File: config.mk
export PLATFORM = sky130hd
export DESIGN_NAME = gpib_bridge
export DESIGN_NICKNAME = d
export VERILOG_FILES = /design/src/core/gpib_pkg.sv /design/src/core/gpib_bridge.sv /design/src/core/gpib_sync.sv
export VERILOG_INCLUDE_DIRS = /design/src /design/src/core
export SDC_FILE = /design/constraint.sdc
export NUM_CORES = 1
export LEC_CHECK = 0
export BUFFER_PORTS_ARGS = -buffer_cell sky130_fd_sc_hd__buf_2
export CAP_MARGIN = 20
export CELL_PAD_IN_SITES_DETAIL_PLACEMENT = 1
export CELL_PAD_IN_SITES_GLOBAL_PLACEMENT = 1
export CORE_MARGIN = 1.5
export CORE_UTILIZATION = 48
export CTS_CLUSTER_SIZE = 16
export DETAILED_ROUTE_END_ITERATION = 8
export GPL_ROUTABILITY_DRIVEN = 0
export MAX_ROUTING_LAYER = met4
export PLACE_DENSITY = 0.81
export SLEW_MARGIN = 20
export SYNTH_ARGS = -nofsm -noshare
export SYNTH_HDL_FRONTEND = slang
export SYNTH_SLANG_ARGS = --single-unit
File: constraint.sdc
create_clock -name clock -period 11.87 [get_ports clock]
set_input_delay 2.374 -clock clock [delete_from_list [all_inputs] [get_ports clock]]
set_output_delay 2.374 -clock clock [all_outputs]
set_load 0.005 [all_outputs]
File: src/core/gpib_cfg.svh
`ifndef GPIB_CFG_SVH
`define GPIB_CFG_SVH

// Clock and timing
`define GPIB_CLK_NS        40
`define GPIB_SETTLE_NS     100
`define GPIB_SETTLE_CYC    ((`GPIB_SETTLE_NS + `GPIB_CLK_NS - 1) / `GPIB_CLK_NS)

// Host address decode
`define GPIB_BASE_ADDR     16'h8400
`define GPIB_UNIT_BIT      3
`define GPIB_IDX_MSB       2

// Talker/listener engine register indices
`define GPIB_TL_DATA       3'h0
`define GPIB_TL_STATUS     3'h1
`define GPIB_TL_MY_ADDR    3'h2
`define GPIB_TL_LAST_CMD   3'h3
`define GPIB_TL_SWITCH     3'h7

// Controller port register indices
`define GPIB_CP_DATA_OUT   3'h0
`define GPIB_CP_LINES_OUT  3'h1
`define GPIB_CP_DATA_IN    3'h2
`define GPIB_CP_LINES_IN   3'h3
`define GPIB_CP_ENABLE     3'h4

// Controller port line bit positions
`define GPIB_LN_DAV        0
`define GPIB_LN_RFD_HOLD   1
`define GPIB_LN_DAC_HOLD   2
`define GPIB_LN_ATN        3
`define GPIB_LN_MISC_LSB   4

// Status bit positions
`define GPIB_ST_TALK       0
`define GPIB_ST_LISTEN     1
`define GPIB_ST_TX_FULL    2
`define GPIB_ST_RX_FULL    3
`define GPIB_ST_ATN        4

// Command decode
`define GPIB_CMD_GRP_MASK  8'h60
`define GPIB_CMD_LISTEN    8'h20
`define GPIB_CMD_TALK      8'h40
`define GPIB_CMD_UNLISTEN  8'h3f
`define GPIB_CMD_UNTALK    8'h5f
`define GPIB_ADDR_MASK     8'h1f

// Reset values
`define GPIB_RST_BYTE      8'h00
`define GPIB_RST_ADDR      5'h00
`define GPIB_RST_CNT       2'h0

`endif

File: src/core/gpib_pkg.sv
package gpib_pkg;
  typedef enum logic [2:0] {
    GPIB_SRC_IDLE,
    GPIB_SRC_WAIT_RFD,
    GPIB_SRC_SETTLE,
    GPIB_SRC_DAV,
    GPIB_SRC_END
  } gpib_src_e;

  typedef enum logic [1:0] {
    GPIB_ACC_READY,
    GPIB_ACC_WAIT_DAV_LOW
  } gpib_acc_e;

  typedef logic [7:0] gpib_byte_t;
endpackage

File: src/core/gpib_bridge.sv
`timescale 1ns/100ps
`include "gpib_cfg.svh"

// What this block does
// - Decode sixteen consecutive host addresses
// - Switch zero gives 8400H to 840FH
// - Board select low when both terms low
// - A3 picks engine or controller port select
// - A2..A0 pick one of eight registers
// - Read/write sets host buffer direction
// - Transceivers drive when talking, receive listening
// - Command message forces transceivers to drive
// - Reading switch register pulls enable low
// - One byte over eight parallel lines
// - Talker waits RFD; unready listener holds low
// - Talker places byte, then asserts DAV
// - DAC rises after byte is accepted
// - ATN byte is a controller command
// - Talk command carries device number low
// - Talk interrupt held until byte supplied
// - Listen interrupt per received byte
module gpib_bridge
  import gpib_pkg::*;
(
  // Clock and reset
  input  wire logic        clock,
  input  wire logic        rst,
  // Host bus
  input  wire logic [15:0] host_addr,
  input  wire logic        host_valid,
  input  wire logic        host_rw,
  input  wire logic [7:0]  host_wdata,
  output logic      [7:0]  host_rdata,
  output logic             board_select_n,
  output logic             talk_listen_select_n,
  output logic             ctrl_port_select_n,
  output logic             host_buf_enable,
  output logic             host_buf_to_host,
  output logic             irq_n,
  // Switches
  input  wire logic [3:0]  base_switch,
  input  wire logic [4:0]  addr_switch,
  output logic             addr_switch_enable_n,
  // Instrument bus
  input  wire logic [7:0]  dio_in,
  output logic      [7:0]  dio_out,
  output logic             dio_oe,
  input  wire logic        dav_in,
  output logic             dav_out,
  output logic             dav_oe,
  input  wire logic        rfd_in,
  output logic             rfd_out,
  output logic             rfd_oe,
  input  wire logic        dac_in,
  output logic             dac_out,
  output logic             dac_oe,
  input  wire logic        atn_in,
  output logic             atn_out,
  output logic             atn_oe,
  input  wire logic [3:0]  misc_in,
  output logic      [3:0]  misc_out,
  output logic      [3:0]  misc_oe,
  output logic             transceiver_drive_out
);
  // Synchronised pins
  logic [7:0]  dio_s;
  logic        dav_s;
  logic        rfd_s;
  logic        dac_s;
  logic        atn_s;
  logic [3:0]  misc_s;
  logic [3:0]  base_s;
  logic [4:0]  addr_sw_s;

  gpib_sync #(.WIDTH(16)) u_bus_sync (
    .clock    (clock),
    .rst      (rst),
    .async_in ({misc_in, atn_in, dac_in, rfd_in, dav_in, dio_in}),
    .sync_out ({misc_s, atn_s, dac_s, rfd_s, dav_s, dio_s})
  );

  gpib_sync #(.WIDTH(9)) u_sw_sync (
    .clock    (clock),
    .rst      (rst),
    .async_in ({base_switch, addr_switch}),
    .sync_out ({base_s, addr_sw_s})
  );

  // Block base moves in steps of sixteen addresses with the switch
  function automatic logic [15:0] block_base(input logic [3:0] pos);
    block_base = `GPIB_BASE_ADDR + {8'h00, pos, 4'h0};
  endfunction

  // Host address decode
  logic [15:0] base;
  logic        term_hi_n;
  logic        term_lo_n;
  logic [2:0]  idx;
  logic        tl_sel;
  logic        cp_sel;
  logic        tl_wr;
  logic        tl_rd;
  logic        cp_wr;

  always_comb begin
    base      = block_base(base_s);
    term_hi_n = (host_addr[15:8] != base[15:8]);
    term_lo_n = (host_addr[7:4] != base[7:4]);
    board_select_n = term_hi_n | term_lo_n;
    talk_listen_select_n = board_select_n | host_addr[`GPIB_UNIT_BIT];
    ctrl_port_select_n   = board_select_n | ~host_addr[`GPIB_UNIT_BIT];
    idx    = host_addr[`GPIB_IDX_MSB:0];
    tl_sel = host_valid & ~talk_listen_select_n;
    cp_sel = host_valid & ~ctrl_port_select_n;
    tl_wr  = tl_sel & ~host_rw;
    tl_rd  = tl_sel & host_rw;
    cp_wr  = cp_sel & ~host_rw;
    host_buf_enable  = ~board_select_n;
    host_buf_to_host = ~board_select_n & host_rw;
    addr_switch_enable_n = ~(tl_rd & (idx == `GPIB_TL_SWITCH));
  end

  // Engine and controller port state
  gpib_src_e   src_reg;
  gpib_src_e   src_next;
  gpib_acc_e   acc_reg;
  gpib_acc_e   acc_next;
  logic [1:0]  cnt_reg;
  logic [1:0]  cnt_next;
  logic        talk_reg;
  logic        talk_next;
  logic        listen_reg;
  logic        listen_next;
  logic        tx_full_reg;
  logic        tx_full_next;
  logic        rx_full_reg;
  logic        rx_full_next;
  gpib_byte_t  tx_reg;
  gpib_byte_t  tx_next;
  gpib_byte_t  rx_reg;
  gpib_byte_t  rx_next;
  gpib_byte_t  cmd_reg;
  gpib_byte_t  cmd_next;
  logic [4:0]  my_addr_reg;
  logic [4:0]  my_addr_next;
  gpib_byte_t  cp_data_reg;
  gpib_byte_t  cp_data_next;
  gpib_byte_t  cp_lines_reg;
  gpib_byte_t  cp_lines_next;
  logic        cp_en_reg;
  logic        cp_en_next;
  gpib_byte_t  rdata_reg;
  gpib_byte_t  rdata_next;

  logic        acc_active;
  logic        acc_ready;
  logic        capture;
  logic        src_drive;

  always_comb begin
    src_next      = src_reg;
    acc_next      = acc_reg;
    cnt_next      = cnt_reg;
    talk_next     = talk_reg;
    listen_next   = listen_reg;
    tx_full_next  = tx_full_reg;
    rx_full_next  = rx_full_reg;
    tx_next       = tx_reg;
    rx_next       = rx_reg;
    cmd_next      = cmd_reg;
    my_addr_next  = my_addr_reg;
    cp_data_next  = cp_data_reg;
    cp_lines_next = cp_lines_reg;
    cp_en_next    = cp_en_reg;
    rdata_next    = rdata_reg;

    // Commands are always heard; data only while addressed to listen
    acc_active = atn_s | listen_reg;
    acc_ready  = atn_s | ~rx_full_reg;
    capture    = 1'b0;

    // Acceptor
    case (acc_reg)
      GPIB_ACC_READY: begin
        if (acc_active && acc_ready && dav_s) begin
          capture  = 1'b1;
          acc_next = GPIB_ACC_WAIT_DAV_LOW;
        end
      end
      GPIB_ACC_WAIT_DAV_LOW: begin
        if (!dav_s) begin
          acc_next = GPIB_ACC_READY;
        end
      end
      default: acc_next = GPIB_ACC_READY;
    endcase

    // Clears first so that a same-cycle set wins
    if (tl_rd && idx == `GPIB_TL_DATA) begin
      rx_full_next = 1'b0;
    end

    if (capture) begin
      if (atn_s) begin
        cmd_next = dio_s;
        if (dio_s == `GPIB_CMD_UNLISTEN) begin
          listen_next = 1'b0;
        end else if (dio_s == `GPIB_CMD_UNTALK) begin
          talk_next = 1'b0;
        end else if ((dio_s & `GPIB_CMD_GRP_MASK) == `GPIB_CMD_TALK) begin
          talk_next = ((dio_s & `GPIB_ADDR_MASK) == {3'h0, my_addr_reg});
        end else if ((dio_s & `GPIB_CMD_GRP_MASK) == `GPIB_CMD_LISTEN) begin
          if ((dio_s & `GPIB_ADDR_MASK) == {3'h0, my_addr_reg}) begin
            listen_next = 1'b1;
          end
        end
      end else begin
        rx_next      = dio_s;
        rx_full_next = 1'b1;
      end
    end

    // Source
    case (src_reg)
      GPIB_SRC_IDLE: begin
        if (talk_reg && tx_full_reg && !atn_s) begin
          src_next = GPIB_SRC_WAIT_RFD;
        end
      end
      GPIB_SRC_WAIT_RFD: begin
        if (atn_s) begin
          src_next = GPIB_SRC_IDLE;
        end else if (rfd_s) begin
          cnt_next = `GPIB_RST_CNT;
          src_next = GPIB_SRC_SETTLE;
        end
      end
      GPIB_SRC_SETTLE: begin
        // Data lines settle before DAV is raised
        if (cnt_reg == 2'(`GPIB_SETTLE_CYC - 1)) begin
          src_next = GPIB_SRC_DAV;
        end else begin
          cnt_next = cnt_reg + 2'h1;
        end
      end
      GPIB_SRC_DAV: begin
        if (dac_s) begin
          tx_full_next = 1'b0;
          src_next     = GPIB_SRC_END;
        end
      end
      GPIB_SRC_END: begin
        if (!dac_s) begin
          src_next = GPIB_SRC_IDLE;
        end
      end
      default: src_next = GPIB_SRC_IDLE;
    endcase

    // Host writes; a byte is never replaced mid-transfer
    if (tl_wr) begin
      case (idx)
        `GPIB_TL_DATA: begin
          if (!tx_full_reg) begin
            tx_next      = host_wdata;
            tx_full_next = 1'b1;
          end
        end
        `GPIB_TL_MY_ADDR: my_addr_next = host_wdata[4:0];
        default: ;
      endcase
    end
    if (cp_wr) begin
      case (idx)
        `GPIB_CP_DATA_OUT:  cp_data_next  = host_wdata;
        `GPIB_CP_LINES_OUT: cp_lines_next = host_wdata;
        `GPIB_CP_ENABLE:    cp_en_next    = host_wdata[0];
        default: ;
      endcase
    end

    // Host reads, registered
    if (tl_rd) begin
      case (idx)
        `GPIB_TL_DATA:     rdata_next = rx_reg;
        `GPIB_TL_STATUS:   rdata_next = {3'h0, atn_s, rx_full_reg, tx_full_reg,
                                         listen_reg, talk_reg};
        `GPIB_TL_MY_ADDR:  rdata_next = {3'h0, my_addr_reg};
        `GPIB_TL_LAST_CMD: rdata_next = cmd_reg;
        `GPIB_TL_SWITCH:   rdata_next = {3'h0, addr_sw_s};
        default:           rdata_next = `GPIB_RST_BYTE;
      endcase
    end else if (cp_sel && host_rw) begin
      case (idx)
        `GPIB_CP_DATA_OUT:  rdata_next = cp_data_reg;
        `GPIB_CP_LINES_OUT: rdata_next = cp_lines_reg;
        `GPIB_CP_DATA_IN:   rdata_next = dio_s;
        `GPIB_CP_LINES_IN:  rdata_next = {misc_s, atn_s, dac_s, rfd_s, dav_s};
        `GPIB_CP_ENABLE:    rdata_next = {7'h00, cp_en_reg};
        default:            rdata_next = `GPIB_RST_BYTE;
      endcase
    end
  end

  always_ff @(posedge clock or posedge rst) begin
    if (rst) begin
      src_reg      <= GPIB_SRC_IDLE;
      acc_reg      <= GPIB_ACC_READY;
      cnt_reg      <= `GPIB_RST_CNT;
      talk_reg     <= 1'b0;
      listen_reg   <= 1'b0;
      tx_full_reg  <= 1'b0;
      rx_full_reg  <= 1'b0;
      tx_reg       <= `GPIB_RST_BYTE;
      rx_reg       <= `GPIB_RST_BYTE;
      cmd_reg      <= `GPIB_RST_BYTE;
      my_addr_reg  <= `GPIB_RST_ADDR;
      cp_data_reg  <= `GPIB_RST_BYTE;
      cp_lines_reg <= `GPIB_RST_BYTE;
      cp_en_reg    <= 1'b0;
      rdata_reg    <= `GPIB_RST_BYTE;
    end else begin
      src_reg      <= src_next;
      acc_reg      <= acc_next;
      cnt_reg      <= cnt_next;
      talk_reg     <= talk_next;
      listen_reg   <= listen_next;
      tx_full_reg  <= tx_full_next;
      rx_full_reg  <= rx_full_next;
      tx_reg       <= tx_next;
      rx_reg       <= rx_next;
      cmd_reg      <= cmd_next;
      my_addr_reg  <= my_addr_next;
      cp_data_reg  <= cp_data_next;
      cp_lines_reg <= cp_lines_next;
      cp_en_reg    <= cp_en_next;
      rdata_reg    <= rdata_next;
    end
  end

  // Pin drive; RFD and DAC are wired-AND, only ever pulled low
  always_comb begin
    src_drive  = (src_reg == GPIB_SRC_SETTLE) || (src_reg == GPIB_SRC_DAV);
    host_rdata = rdata_reg;
    transceiver_drive_out = talk_reg | cp_lines_reg[`GPIB_LN_ATN];
    dio_oe  = transceiver_drive_out & (src_drive | cp_en_reg);
    dio_out = cp_en_reg ? cp_data_reg : tx_reg;
    dav_out = 1'b1;
    dav_oe  = (src_reg == GPIB_SRC_DAV) | cp_lines_reg[`GPIB_LN_DAV];
    rfd_out = 1'b0;
    rfd_oe  = (acc_active & (~acc_ready | (acc_reg != GPIB_ACC_READY)))
              | cp_lines_reg[`GPIB_LN_RFD_HOLD];
    dac_out = 1'b0;
    dac_oe  = (acc_active & (acc_reg == GPIB_ACC_READY))
              | cp_lines_reg[`GPIB_LN_DAC_HOLD];
    atn_out  = 1'b1;
    atn_oe   = cp_lines_reg[`GPIB_LN_ATN];
    misc_out = 4'hf;
    misc_oe  = cp_lines_reg[7:`GPIB_LN_MISC_LSB];
    // Interrupt drops for an empty talk buffer outside ATN or an unread listen byte
    irq_n = ~((talk_reg & ~tx_full_reg & ~atn_s) | (listen_reg & rx_full_reg));
  end
endmodule // gpib_bridge

File: src/core/gpib_sync.sv
`timescale 1ns/100ps
module gpib_sync #(
  parameter int WIDTH = 1
) (
  input  wire logic             clock,
  input  wire logic             rst,
  input  wire logic [WIDTH-1:0] async_in,
  output logic      [WIDTH-1:0] sync_out
);
  logic [WIDTH-1:0] meta_reg;

  always_ff @(posedge clock or posedge rst) begin
    if (rst) begin
      meta_reg <= '0;
      sync_out <= '0;
    end else begin
      meta_reg <= async_in;
      sync_out <= meta_reg;
    end
  end
endmodule // gpib_sync

==> impl_metrics.tcl <==
set metrics [dict create \
    cts.clk_slew.worst_paths_ps 60 \
    cts_resized 0 \
    syn_inst 359 \
    cp-start-kind "input port" \
    die_w_um 104.0 \
    ys_async_sr_fraction_pct 100.0 \
    avgViaCountPerCell 5.600 \
    cp_top_family "simple AND/OR/NAND/NOR gates" \
    switching_share_pct 25.58 \
    rrSetupSlack_ps 9660 \
    grt_pass1_wl_mm 20.24 \
    total_leakage_power_nw 2.858 \
    synth_top_area_share_pct 58.28 \
    fin_nets 501 \
    critPathMaxStageDelay_ps 490 \
    cp.depth 6 \
    ir_drop_mv 0.1279 \
    critPathSlowestCell "nor3_4" \
    crit_buf_inv 2 \
    r2r.worst_path.cells 4 \
    setup_violations 0 \
    cpMostUsedCell "buf_2" \
    synth_cell_types 59 \
    crit_start "host_addr[4]" \
    clk-insertion-delay-late_ps 540 \
    drtAntennaViolNets 0 \
    numClockSinks 114 \
    grt_antenna_before_repair 0 \
    grt_pass1_vias 3791 \
    drc 0 \
    firstDrtPassIters 4 \
    track_usage_pct 25.88 \
    run_status "finished clean" \
    path_cells "buf_2 > xnor2_1 > nand4_4 > nor3_4 > nand3_1 > buf_2" \
    p_sw_mw 0.2557 \
    antennaDiodeCount 0 \
    ys.flop_type "dfrtp_1" \
    place_area_um2 5376 \
    drive_above_1_share_pct 43.48 \
    rr_endpoint "listen_reg" \
    yosysTopAreaCell "dfrtp_1" \
    crit_required_ps 9500 \
    num_rows 36 \
    seq_power_share_pct 43.2 \
    fin_cells 593 \
    drt_iter0_drc 111 \
    p_int_mw 0.7438 \
    report.final.slew_viol_count 0 \
    die_y_um 104.0 \
    place_ws_ps 5647 \
    synth_area_leaders "dfrtp_1, mux2_2, mux4_2" \
    syn_to_final_growth_pct 21.57 \
    min_period_ps 6263 \
    period_share_pct 52.77 \
    ioPinCount 94 \
    skew_ps 7.356 \
    cts_hold_buffers 0 \
    cap_violations 0 \
    grt-ovfl-total 0 \
    synth_area_um2 4895 \
    buffer_ports.inserted 85 \
    crit_path_end_kind "output port" \
    place_inst 561 \
    cts_tree "yes" \
    vias 3321 \
    crit_arrival_ps 3890 \
    clkPwrFrac_pct 49.1 \
    p_per_area_nw_per_um2 168.0 \
    finalSetupTns_ps 0 \
    r2r-start "u_bus_sync.sync_out[11]" \
    fillers 1024 \
    numCtsBuffers 17 \
    design.core.area_um2 9819 \
    postLayoutCellArea_um2 5951 \
    ys_ff_latch 114 \
    wl_mm 12.54 \
    ys_seq_area_share_pct 58.28 \
    avgSynthCellArea_um2 13.63 \
    die-area_um2 10810 \
    tightestPinTransition_ps 760.0 \
    path_max_fanout 9 \
    initial_core_util_pct 49.85 \
    rsz0062_at_grt "false" \
    cts_max_path_buffers 2 \
    cts_root_buf "clkbuf_8" \
    synth_edf_count 0 \
    grt_max_degree 60 \
    cp-endpoint "addr_switch_enable_n" \
    slew_headroom_pct 49.33 \
    hpwl_mm 8.076 \
    hold_violations 0 \
    power.share.combinational_pct 7.7 \
    fmax_ghz 0.1597 \
    critPathKind "in2out" \
    worst_slack_ps 5607 \
    ctsHtreeMaxLevel 4 \
    min_path_type "reg2reg" \
    drt-wirelength-per-cell_um 21.14 \
    cts_setup_buffers 0 \
    synth_warnings 0 \
]
-- cell usage after synthesis (2+ instances only) --
cell type,n
nand2_1,18
a21oi_1,3
nor3_1,4
nand4b_1,3
o21ai_0,10
clkbuf_1,6
mux2_2,62
o21bai_1,2
or3b_2,2
a22oi_1,2
o31ai_1,2
conb_1,2
buf_4,14
xnor2_1,6
nor3_4,4
and2_1,2
o2111ai_1,2
inv_1,8
dfrtp_1,114
nor2_1,12
a31oi_1,5
nor3b_1,3
a221oi_1,5
mux4_2,6
nand3_1,8
o32ai_1,2
nand2b_1,5
nor4b_2,2
mux2i_1,7
buf_2,3
nand3b_1,2
nor2b_1,4
xor2_1,3
-- worst min path at each step --
stage                                   to  slack, ps  cells past startpoint                    from
floorplan           u_bus_sync.sync_out[0]        330                      0  u_bus_sync.meta_reg[0]
global placement    u_bus_sync.sync_out[6]        330                      0  u_bus_sync.meta_reg[6]
detailed placement   u_sw_sync.sync_out[0]        340                      0   u_sw_sync.meta_reg[0]
CTS                 u_bus_sync.sync_out[7]        350                      0  u_bus_sync.meta_reg[7]
global route         u_sw_sync.sync_out[6]        360                      0   u_sw_sync.meta_reg[6]
finish              u_bus_sync.sync_out[5]        340                      0  u_bus_sync.meta_reg[5]
-- per-layer routing --
layer  vias to the layer above  wire length [um]  track usage (%)
li1                       1466                 -                -
met3                        36               843            9.085
met1                      1692              4894            28.90
met2                       127              6433            41.86
met4                         0               366            11.81
met5                         -                 0                -
-- logic make-up after synthesis --
logic type,after synthesis,share of synthesized area [%]
flops,114,58.28
simple gates,81,10.97
mux,76,18.69
compound gates,44,6.442
buf+inv,32,3.604
xor+xnor,9,1.611
other cells,2,0.1534
fa+ha+maj,1,0.2556
-- per-stage QoR --
step,utilization [%],total power [mW],hold slack (ps)
6_report,60.60,0.9994,345.0
5_1_grt,60.60,1.036,355.9
4_1_cts,60.60,1.011,349.5
3_5_place_dp,54.75,0.5140,335.8
3_3_place_gp,54.75,0.5082,331.4
2_1_floorplan,-,0.4839,331.2
-- power groups by stage --
| stage | sequential, mW | combinational [mW] | clock, mW |
|---|---|---|---|
| finish | 0.432 | 0.0769 | 0.491 |
| global route | 0.434 | 0.0857 | 0.515 |
| CTS | 0.432 | 0.0781 | 0.501 |
| detailed placement | 0.438 | 0.0764 | 0 |
| global placement | 0.436 | 0.0725 | 0 |
| floorplan | 0.429 | 0.0547 | 0 |
-- cell usage in the layout (no fill, tap or decap), types with 4 or more instances in the layout --
cell type and instances:
nor2b_1 4, nor3_4 4, dfrtp_1 114, nor2_1 12, mux2_2 62, nand2b_1 5
conb_1 8, buf_2 85, mux4_2 6, clkinvlp_4 5, xnor2_1 6, inv_1 7
nand2_1 18, mux2i_1 7, clkbuf_16 16, nand3_1 8, o21ai_0 10, a221oi_1 5
nor3_1 4, a31oi_1 5
-- area by class of cell --
class                           instances  area, um^2  share of cell area [%]
Clock inverter                         15       160.2                   2.691
Tap cell                              133       166.4                   2.796
Sequential cell                       114        2853                   47.94
Inverter                                9       36.28                  0.6098
Timing Repair Buffer                   86       432.9                   7.275
Clock buffer                           17       414.1                   6.960
Multi-Input combinational cell        219        1888                   31.73
No activity file was read; power rests on OpenSTA's default activity.
